<file path="src/rtl/rap_consts.svh">
`ifndef RAP_CONSTS_SVH
`define RAP_CONSTS_SVH

// Register word addresses
`define RAP_ADDR_CTL1L 4'h0
`define RAP_ADDR_CTL1H 4'h1
`define RAP_ADDR_CTL2L 4'h2
`define RAP_ADDR_CTL3L 4'h3
`define RAP_ADDR_STATL 4'h4
`define RAP_ADDR_ALM0 4'h5
`define RAP_ADDR_ALM3 4'h8
`define RAP_ADDR_CAP0 4'h9
`define RAP_ADDR_CAP3 4'hC

// Implemented bits of each word
`define RAP_MASK_CTL1L 16'h86F1
`define RAP_MASK_CTL1H 16'hCFFF
`define RAP_MASK_CTL2L 16'h00C0
`define RAP_MASK_CTL3L 16'hFFFF
`define RAP_MASK_TIMEL 16'h7F00
`define RAP_MASK_TIMEH 16'h3F7F
`define RAP_MASK_DATEL 16'h3F07
`define RAP_MASK_DATEH 16'hFF1F
`define RAP_WORD_ZERO 16'h0000

// Lower control word one
`define RAP_BIT_TS_EN 0
`define RAP_BIT_PIN_OE 7
`define RAP_BIT_PWC_POL 9
`define RAP_BIT_PWC_EN 10
`define RAP_BIT_CAL_EN 15
`define RAP_PIN_OUTPUT_SELECT_HI 6
`define RAP_PIN_OUTPUT_SELECT_LO 4
`define RAP_PIN_OUTPUT_SELECT_PWC 3'h3

// Upper control word one
`define RAP_BIT_ALM_EN 15
`define RAP_BIT_FOREVER 14
`define RAP_ALARM_DIGIT_MASK_HI 11
`define RAP_ALARM_DIGIT_MASK_LO 8
`define RAP_RPT_HI 7
`define RAP_RPT_LO 0

// Other control words and status
`define RAP_PS_HI 7
`define RAP_PS_LO 6
`define RAP_SAMP_HI 15
`define RAP_SAMP_LO 8
`define RAP_STAB_HI 7
`define RAP_STAB_LO 0
`define RAP_BIT_TS_FLAG 3

// Counts and limits
`define RAP_CNT_ZERO 8'h00
`define RAP_CNT_ONE 8'h01
`define RAP_CNT_FULL 8'hFF
`define RAP_PS_DIV1 8'h00
`define RAP_PS_DIV16 8'h0F
`define RAP_PS_DIV64 8'h3F
`define RAP_PS_DIV256 8'hFF

// Alarm mask codes
`define RAP_AM_HALFSEC 4'h0
`define RAP_AM_SEC 4'h1
`define RAP_AM_10SEC 4'h2
`define RAP_AM_MIN 4'h3
`define RAP_AM_10MIN 4'h4
`define RAP_AM_HOUR 4'h5
`define RAP_AM_DAY 4'h6
`define RAP_AM_WEEK 4'h7
`define RAP_AM_MONTH 4'h8
`define RAP_AM_YEAR 4'h9

`endif

</file>
<file path="src/rtl/rap_pkg.sv">
package rap_pkg;

typedef enum logic [1:0] {
    RAP_PWC_IDLE = 2'b00,
    RAP_PWC_STAB = 2'b01,
    RAP_PWC_SAMP = 2'b10
} rap_pwc_state_type;

typedef struct packed {
    logic [15:0] ctl1l;
    logic [15:0] ctl1h;
    logic [15:0] ctl2l;
    logic [15:0] ctl3l;
    logic ts_flag;
    logic [3:0][15:0] alm_val;
    logic tamper_prev;
    logic [7:0] presc_cnt;
    logic [7:0] win_cnt;
    rap_pwc_state_type pwc_state;
    logic [15:0] rd_data;
    logic alarm_pulse;
    logic ts_pulse;
    logic pin_out;
    logic pin_oe;
    logic sample_gate;
    logic stab_window;
} rap_state_type;

endpackage

</file>
<file path="src/rtl/rap_top.sv">
// The plain strobed port and the placing of the registers were left to the implementer.
`include "rap_consts.svh"

module rap_top
    import rap_pkg::*;
(
    input wire logic sys_clk,
    input wire logic rst_b,
    input wire logic por_b,
    input wire logic [3:0] reg_addr,
    input wire logic [15:0] reg_wdata,
    input wire logic reg_wr,
    input wire logic reg_rd,
    output logic [15:0] reg_rdata,
    input wire logic cal_tick,
    input wire logic pwc_clk_tick,
    input wire logic [15:0] cal_time_low,
    input wire logic [15:0] cal_time_high,
    input wire logic [15:0] cal_date_low,
    input wire logic [15:0] cal_date_high,
    input wire logic tamper_input,
    output logic alarm_irq,
    output logic timestamp_irq,
    output logic clock_pin_out,
    output logic clock_pin_oe,
    output logic sample_gate,
    output logic stability_window
);

    rap_state_type state_reg;
    rap_state_type state_next;
    logic [3:0][15:0] cap_reg;
    logic [3:0][15:0] cap_next;
    logic [3:0][15:0] cal_now;
    logic [3:0][15:0] word_mask;
    logic capture_now;

    assign cal_now = {cal_date_high, cal_date_low, cal_time_high,
                      cal_time_low};
    assign word_mask = {`RAP_MASK_DATEH, `RAP_MASK_DATEL,
                        `RAP_MASK_TIMEH, `RAP_MASK_TIMEL};

    function automatic logic [7:0] presc_limit(input logic [1:0] sel);
        case (sel)
            2'd0: presc_limit = `RAP_PS_DIV1;
            2'd1: presc_limit = `RAP_PS_DIV16;
            2'd2: presc_limit = `RAP_PS_DIV64;
            default: presc_limit = `RAP_PS_DIV256;
        endcase
    endfunction

    // Digit fields: 0 time low, 1 time high, 2 date low, 3 date high
    function automatic logic alarm_match(
        input logic [3:0] alarm_digit_mask,
        input logic [3:0][15:0] cal,
        input logic [3:0][15:0] alm
    );
        logic sec1;
        logic sec;
        logic min1;
        logic min;
        logic hour;
        logic wday;
        logic day;
        logic month;
        sec1 = cal[0][11:8] == alm[0][11:8];
        sec = sec1 && (cal[0][14:12] == alm[0][14:12]);
        min1 = sec && (cal[1][3:0] == alm[1][3:0]);
        min = min1 && (cal[1][6:4] == alm[1][6:4]);
        hour = min && (cal[1][13:8] == alm[1][13:8]);
        wday = hour && (cal[2][2:0] == alm[2][2:0]);
        day = hour && (cal[2][13:8] == alm[2][13:8]);
        month = day && (cal[3][4:0] == alm[3][4:0]);
        case (alarm_digit_mask)
            `RAP_AM_HALFSEC: alarm_match = 1'b1;
            `RAP_AM_SEC: alarm_match = 1'b1;
            `RAP_AM_10SEC: alarm_match = sec1;
            `RAP_AM_MIN: alarm_match = sec;
            `RAP_AM_10MIN: alarm_match = min1;
            `RAP_AM_HOUR: alarm_match = min;
            `RAP_AM_DAY: alarm_match = hour;
            `RAP_AM_WEEK: alarm_match = wday;
            `RAP_AM_MONTH: alarm_match = day;
            `RAP_AM_YEAR: alarm_match = month;
            default: alarm_match = 1'b0;
        endcase
    endfunction

    always_comb
    begin
        logic alm_en;
        logic forever_on;
        logic [7:0] rpt;
        logic alarm_fire;
        logic ts_en;
        logic tamper_fall;
        logic sw_req;
        logic flag_clr;
        logic pwc_tick;
        logic [7:0] samp_len;
        logic [7:0] stab_len;
        logic pwc_on;
        logic [3:0] idx;
        alm_en = 1'b0;
        forever_on = 1'b0;
        rpt = `RAP_CNT_ZERO;
        alarm_fire = 1'b0;
        ts_en = 1'b0;
        tamper_fall = 1'b0;
        sw_req = 1'b0;
        flag_clr = 1'b0;
        pwc_tick = 1'b0;
        samp_len = `RAP_CNT_ZERO;
        stab_len = `RAP_CNT_ZERO;
        pwc_on = 1'b0;
        idx = 4'h0;
        state_next = state_reg;
        cap_next = cap_reg;
        capture_now = 1'b0;

        // Register writes
        if (reg_wr)
        begin
            case (reg_addr)
                `RAP_ADDR_CTL1L:
                    state_next.ctl1l = reg_wdata & `RAP_MASK_CTL1L;
                `RAP_ADDR_CTL1H:
                    state_next.ctl1h = reg_wdata & `RAP_MASK_CTL1H;
                `RAP_ADDR_CTL2L:
                    state_next.ctl2l = reg_wdata & `RAP_MASK_CTL2L;
                `RAP_ADDR_CTL3L:
                    state_next.ctl3l = reg_wdata & `RAP_MASK_CTL3L;
                default:
                begin
                    if (reg_addr >= `RAP_ADDR_ALM0 &&
                        reg_addr <= `RAP_ADDR_ALM3)
                    begin
                        idx = reg_addr - `RAP_ADDR_ALM0;
                        state_next.alm_val[idx[1:0]] =
                            reg_wdata & word_mask[idx[1:0]];
                    end
                end
            endcase
        end

        ts_en = state_reg.ctl1l[`RAP_BIT_TS_EN];
        if (reg_wr && reg_addr == `RAP_ADDR_STATL)
        begin
            flag_clr = !reg_wdata[`RAP_BIT_TS_FLAG];
            sw_req = reg_wdata[`RAP_BIT_TS_FLAG] && ts_en;
        end

        // General storage only while timestamping is off
        if (reg_wr && !ts_en && reg_addr >= `RAP_ADDR_CAP0 &&
            reg_addr <= `RAP_ADDR_CAP3)
        begin
            idx = reg_addr - `RAP_ADDR_CAP0;
            cap_next[idx[1:0]] = reg_wdata & word_mask[idx[1:0]];
        end

        // Timestamp capture
        state_next.tamper_prev = tamper_input;
        tamper_fall = state_reg.tamper_prev && !tamper_input;
        capture_now = !state_reg.ts_flag &&
                      ((ts_en && tamper_fall) || sw_req);
        if (flag_clr)
        begin
            state_next.ts_flag = 1'b0;
        end
        if (capture_now)
        begin
            cap_next = cal_now & word_mask;
            state_next.ts_flag = 1'b1;
        end
        state_next.ts_pulse = capture_now;

        // Alarm
        alm_en = state_reg.ctl1h[`RAP_BIT_ALM_EN];
        forever_on = state_reg.ctl1h[`RAP_BIT_FOREVER];
        rpt = state_reg.ctl1h[`RAP_RPT_HI:`RAP_RPT_LO];
        alarm_fire = cal_tick && alm_en &&
                     state_reg.ctl1l[`RAP_BIT_CAL_EN] &&
                     alarm_match(state_reg.ctl1h[`RAP_ALARM_DIGIT_MASK_HI:`RAP_ALARM_DIGIT_MASK_LO],
                                 cal_now, state_reg.alm_val);
        state_next.alarm_pulse = alarm_fire;
        if (alarm_fire)
        begin
            if (rpt != `RAP_CNT_ZERO)
            begin
                state_next.ctl1h[`RAP_RPT_HI:`RAP_RPT_LO] =
                    rpt - `RAP_CNT_ONE;
            end
            else if (forever_on)
            begin
                state_next.ctl1h[`RAP_RPT_HI:`RAP_RPT_LO] =
                    `RAP_CNT_FULL;
            end
            else
            begin
                state_next.ctl1h[`RAP_BIT_ALM_EN] = 1'b0;
            end
        end

        // Power-control prescaler
        if (pwc_clk_tick)
        begin
            if (state_reg.presc_cnt >=
                presc_limit(state_reg.ctl2l[`RAP_PS_HI:`RAP_PS_LO]))
            begin
                state_next.presc_cnt = `RAP_CNT_ZERO;
                pwc_tick = 1'b1;
            end
            else
            begin
                state_next.presc_cnt = state_reg.presc_cnt + `RAP_CNT_ONE;
            end
        end

        // Power-control windows
        samp_len = state_reg.ctl3l[`RAP_SAMP_HI:`RAP_SAMP_LO];
        stab_len = state_reg.ctl3l[`RAP_STAB_HI:`RAP_STAB_LO];
        case (state_reg.pwc_state)
            RAP_PWC_IDLE:
            begin
                if (alarm_fire && state_reg.ctl1l[`RAP_BIT_PWC_EN])
                begin
                    if (stab_len != `RAP_CNT_ZERO)
                    begin
                        state_next.pwc_state = RAP_PWC_STAB;
                        state_next.win_cnt = stab_len;
                    end
                    else if (samp_len != `RAP_CNT_ZERO)
                    begin
                        state_next.pwc_state = RAP_PWC_SAMP;
                        state_next.win_cnt = samp_len;
                    end
                end
            end
            RAP_PWC_STAB:
            begin
                if (pwc_tick)
                begin
                    if (state_reg.win_cnt > `RAP_CNT_ONE)
                    begin
                        state_next.win_cnt =
                            state_reg.win_cnt - `RAP_CNT_ONE;
                    end
                    else if (samp_len != `RAP_CNT_ZERO)
                    begin
                        state_next.pwc_state = RAP_PWC_SAMP;
                        state_next.win_cnt = samp_len;
                    end
                    else
                    begin
                        state_next.pwc_state = RAP_PWC_IDLE;
                        state_next.win_cnt = `RAP_CNT_ZERO;
                    end
                end
            end
            RAP_PWC_SAMP:
            begin
                if (pwc_tick)
                begin
                    if (state_reg.win_cnt > `RAP_CNT_ONE)
                    begin
                        state_next.win_cnt =
                            state_reg.win_cnt - `RAP_CNT_ONE;
                    end
                    else
                    begin
                        state_next.pwc_state = RAP_PWC_IDLE;
                        state_next.win_cnt = `RAP_CNT_ZERO;
                    end
                end
            end
            default:
            begin
                state_next.pwc_state = RAP_PWC_IDLE;
                state_next.win_cnt = `RAP_CNT_ZERO;
            end
        endcase

        // Window, gate and pin level follow the next state so they line up with it
        pwc_on = state_next.pwc_state != RAP_PWC_IDLE;
        state_next.stab_window = pwc_on ||
            (stab_len == `RAP_CNT_FULL);
        state_next.sample_gate =
            state_next.pwc_state == RAP_PWC_SAMP;
        state_next.pin_oe = state_reg.ctl1l[`RAP_BIT_PIN_OE] &&
            (state_reg.ctl1l[`RAP_PIN_OUTPUT_SELECT_HI:`RAP_PIN_OUTPUT_SELECT_LO] ==
             `RAP_PIN_OUTPUT_SELECT_PWC);
        state_next.pin_out = state_next.pin_oe &&
            (pwc_on == state_reg.ctl1l[`RAP_BIT_PWC_POL]);

        // Read data, one cycle after the strobe
        state_next.rd_data = `RAP_WORD_ZERO;
        if (reg_rd)
        begin
            case (reg_addr)
                `RAP_ADDR_CTL1L: state_next.rd_data = state_reg.ctl1l;
                `RAP_ADDR_CTL1H: state_next.rd_data = state_reg.ctl1h;
                `RAP_ADDR_CTL2L: state_next.rd_data = state_reg.ctl2l;
                `RAP_ADDR_CTL3L: state_next.rd_data = state_reg.ctl3l;
                `RAP_ADDR_STATL:
                    state_next.rd_data[`RAP_BIT_TS_FLAG] = state_reg.ts_flag;
                default:
                begin
                    if (reg_addr >= `RAP_ADDR_ALM0 &&
                        reg_addr <= `RAP_ADDR_ALM3)
                    begin
                        idx = reg_addr - `RAP_ADDR_ALM0;
                        state_next.rd_data = state_reg.alm_val[idx[1:0]];
                    end
                    else if (reg_addr >= `RAP_ADDR_CAP0 &&
                             reg_addr <= `RAP_ADDR_CAP3)
                    begin
                        idx = reg_addr - `RAP_ADDR_CAP0;
                        state_next.rd_data = cap_reg[idx[1:0]];
                    end
                end
            endcase
        end
    end

    always_ff @(posedge sys_clk or negedge rst_b)
    begin
        if (!rst_b)
        begin
            state_reg <= '0;
            state_reg.tamper_prev <= 1'b1;
            state_reg.pwc_state <= RAP_PWC_IDLE;
        end
        else
        begin
            state_reg <= state_next;
        end
    end

    // Cleared only by power-on reset
    always_ff @(posedge sys_clk or negedge por_b)
    begin
        if (!por_b)
        begin
            cap_reg <= '0;
        end
        else
        begin
            cap_reg <= cap_next;
        end
    end

    assign reg_rdata = state_reg.rd_data;
    assign alarm_irq = state_reg.alarm_pulse;
    assign timestamp_irq = state_reg.ts_pulse;
    assign clock_pin_out = state_reg.pin_out;
    assign clock_pin_oe = state_reg.pin_oe;
    assign sample_gate = state_reg.sample_gate;
    assign stability_window = state_reg.stab_window;

endmodule

</file>
<file path="config.mk">
export PLATFORM = sky130hd
export DESIGN_NAME = rap_top
export DESIGN_NICKNAME = d
export VERILOG_FILES = /design/src/rtl/rap_pkg.sv /design/src/rtl/rap_top.sv
export VERILOG_INCLUDE_DIRS = /design/src /design/src/rtl
export SDC_FILE = /design/constraint.sdc
export NUM_CORES = 1
export LEC_CHECK = 0
export ABC_AREA = 0
export CORE_MARGIN = 4
export CORE_UTILIZATION = 55
export DETAILED_ROUTE_END_ITERATION = 10
export DONT_BUFFER_PORTS = 1
export HOLD_SLACK_MARGIN = 0.12
export PLACE_DENSITY = 0.76
export SYNTH_ARGS = -nofsm -noshare
export SYNTH_HDL_FRONTEND = slang
export SYNTH_SLANG_ARGS = --single-unit
</file>
<file path="constraint.sdc">
create_clock -name sys_clk -period 3.2 [get_ports sys_clk]
set_clock_uncertainty 0.1 [all_clocks]
set_input_delay 0.48 -clock sys_clk [delete_from_list [all_inputs] [get_ports sys_clk]]
set_output_delay 0.48 -clock sys_clk [all_outputs]
set_load 0.01 [all_outputs]
</file>
==> impl_results.md <==
* Setup violators final at 0
* Fmax at 0.333 GHz
* Int Pwr at 6.13 mW
* Worst-Skew Late Latency at 0.51 ns
* Logic pwr share at 25.9%
* Hold slack at -0.434 ns
* Worst vdd ir at 0.603 mV
* CTS HTree Levels at 1
* Worst Hold Class: primary input to asynchronous set/reset pin
* GR Overflow Total at 0
* Area Growth Syn to Fin at 15.7%
* Failing checks: hold timing
* Setup WS post-layout at 0.193 ns
* All-Layer GR Usage at 28.7%
* Stages on worst setup path at 9
* First-pass GRT wire length at 49.4 mm
* Signal arrival time at the worst endpoint at 3.35 ns
* Least-Margin Pin Slew at 0.758 ns
* Switch Pwr at 2.89 mW
* Worst Path Max Fanout at 8
* Sequential Area at 5060 µm²
* CP endpoint: state_reg[30]
* Router iterations before antenna repair at 6
* Core area at 19000 µm²
* HPWL Detailed at 19.7 mm
* CP required at 3.54 ns
* Synthesized flop and latch total at 202
* Largest register FFs at 120
* Initial Utilization at about 57%
* Vias in the first global route at slightly below 9000
* Async S/R FF share, synth at 100%
* RSZ-0062 raised after global routing: no
* Gpl congestion at 0.951
* Final Util at 65.7%
* P per Cell Area at between 700 and 800 nW/µm²
* Final worst-path cycle share at 94.0%
* Distinct cells, synth at 62
* Leakage at 5.53 nW
* Slowest CP cell: dfrtp_1
* Reg-to-reg slack, setup at 0.19 ns
* Top_reg_cell synth: dfrtp_1
* Crit-path max cell delay at 0.41 ns
* R2R depth at 9
* Clk pwr share at between 30% and 40%
* Delay-heaviest family, CP: compound AO/OA/AOI/OAI gates
* FF-to-FF Start: state_reg[129]
* Fraction of layout cells with a size suffix above 1 at 12.6%
* Largest net degree at the start of global routing at 143
* Port Buffer Count at 0
* Via density at 6.25
* Yosys Warn Count at 0
* Cell chain of the critical path: or2_2, ha_1, nand2b_1, a211o_1, a2111oi_4, nor2_2, maj3_2, a31oi_4, a221o_1
* Max-cap violations at 0
* EDFF count, synth at 0
* Outcome: finished with violations
* Crit path kind: flop to flop
* Multi-input gate area at ~5200 µm²
* Post-route setup TNS at 0 ns
* Root buffer cell: clkbuf_16
* Placed cell areas at about 11000 µm²
* Fin area at 12500 µm²
* Clock Path Buffers at 3
* CTS tree: done
* Crit end category: flop
* Register area share after synthesis at between 40 and 50%
* Overall die height at 148 µm
* Syn Inst Count at 1052
* Die ar. at 21900 µm²
* Sequential share of power at 43.4%
* Cts hold-fix bufs at just over 70
* DR WL/cell at 22.4 µm
* Final nets at around 1200
* Critical path startpoint: state_reg[129]
* Clk slew on worst S/H paths at 0.07 ns
* Mean Syn Cell Area at 10.2 µm²
* Period minus WS final at 3.01 ns
* Synth Cell Area at 10800 µm²
* Sw Ratio at 32.1%
* Antenna violations before repair at 1
* Commonest non-fill, non-tap cell in the layout: dfrtp_1
* Clock Sinks at between 200 and 250
* DRC errors left at 0
* FF-to-FF End: state_reg[30]
* Startpoint class of the critical path: flop
* Num CTS Buffers at 23
* Routed WL at 30.7 mm
* Most frequent cells in the layout: 201 x dfrtp_1, 133 x nand2_1, 88 x nor2_1
* Post-route ant nets at 0
* Worst Path Buf+Inv at 0
* Max-slew violation count at 0
* Syn Nets at 1163
* Relative slew slack at 49.5%
* Ports at 114
* Die W at 148 µm
* Final hold violations at between 100 and 150
* Iteration-0 DRC Markers at 856
* Fillers at roughly 1400
* Vias at 8561
* # rows at 50
* Setup Slack @ Placement at 0.154 ns
-- how the worst min path moves through the flow --
stage / end / from / slack (ns)
2_1_floorplan: alarm_irq / rst_b / 0.08
3_3_place_gp: cap_reg[3] / por_b / 0.09
3_5_place_dp: cap_reg[19] / por_b / 0.09
4_1_cts: state_reg[115] / rst_b / -0.45
5_1_grt: state_reg[163] / rst_b / -0.46
6_report: state_reg[158] / rst_b / -0.43
-- power by group through the flow --
stage / clock (mW) / combinational [mW] / sequential [mW]
6_report: 2.76 / 2.34 / 3.92
5_1_grt: 2.89 / 2.60 / 4.00
4_1_cts: 2.77 / 2.31 / 3.88
3_5_place_dp: 0 / 2.13 / 3.91
3_3_place_gp: 0 / 2.04 / 3.89
2_1_floorplan: 0 / 1.79 / 3.68
-- Yosys cell counts (5+ instances only) --
library cell,n,share of area (%)
a211oi_1,7,0.49
a21o_1,10,0.70
a21oi_1,41,1.9
a221o_1,8,0.74
a222oi_1,5,0.46
a22oi_1,10,0.70
a31oi_1,8,0.46
a32oi_1,9,0.73
and2_1,10,0.58
and3_1,10,0.58
buf_1,8,0.28
buf_2,9,0.42
buf_4,17,1.2
clkbuf_1,45,1.6
dfrtp_1,201,47
ha_1,19,2.2
inv_1,31,1.1
mux2_1,21,2.2
mux2_2,34,3.6
mux2i_1,34,3.2
mux4_2,30,6.3
nand2_1,133,4.6
nand2b_1,8,0.46
nand3_1,30,1.4
nand4_1,9,0.52
nor2_1,89,3.1
nor2b_1,7,0.41
nor3_1,7,0.33
nor3b_1,9,0.63
nor4_1,6,0.35
o21ai_0,55,2.6
o21ai_1,44,2.0
xnor2_1,27,2.2
xor2_1,19,1.5
-- per-layer routing --
layer	wire [µm]	track usage, %	share of wire (%)
met5	0	0	0
met4	1130	9.88	3.7
met3	3120	7.17	10
met2	14000	44.4	45
met1	12500	40.0	41
-- area by class of cell --
type	count	area share (%)
Timing Repair Buffer	94	7.53
Tap cell	260	2.61
Clock inverter	12	1.25
Sequential cell	202	40.6
Inverter	33	0.994
Antenna cell	2	0.0402
Multi-Input combinational cell	737	41.9
Clock buffer	29	5.12
-- metrics by stage --
step                      hold slack (ns)  power [mW]  std cells
final                              -0.434        9.02       1369
after global routing               -0.458        9.50       1369
after CTS                          -0.451        8.96       1367
after detailed placement           0.0874        6.05       1255
after global placement             0.0880        5.93       1255
after floorplan                    0.0844        5.48       1052
-- worst reg2reg max path, delay by kind of cell, from the launching register on --
family / cells / cell delay (ns)
AOI/OAI and AO/OA: 4 / 1.23
and+or+nand+nor: 3 / 0.59
adders and majority gates: 2 / 0.62
DFF: 1 / 0.41
-- what timing repair did --
| item | 4_1_cts | 5_1_grt |
|---|---|---|
| endpoints found under the setup margin | 0 | 8 |
| gates resized for setup | 0 | 1 |
| endpoints found under the hold margin | 316 | 142 |
| buffers inserted | 0 | 0 |
-- kinds of logic (layout without fill, tap and decap cells) --
group,count (synthesis),in the layout,share of synthesized area (%)
XOR/XNOR,46,46,3.74
AO/OA/AOI/OAI,219,219,12.9
flip-flops,202,202,46.9
adder cells (fa/ha/maj),20,20,2.31
AND/OR/NAND/NOR,333,333,14.2
multiplexers,119,119,15.2
buffers and inverters,113,168,4.70
other,0,2,0
Power figures use the tool's default switching activity.
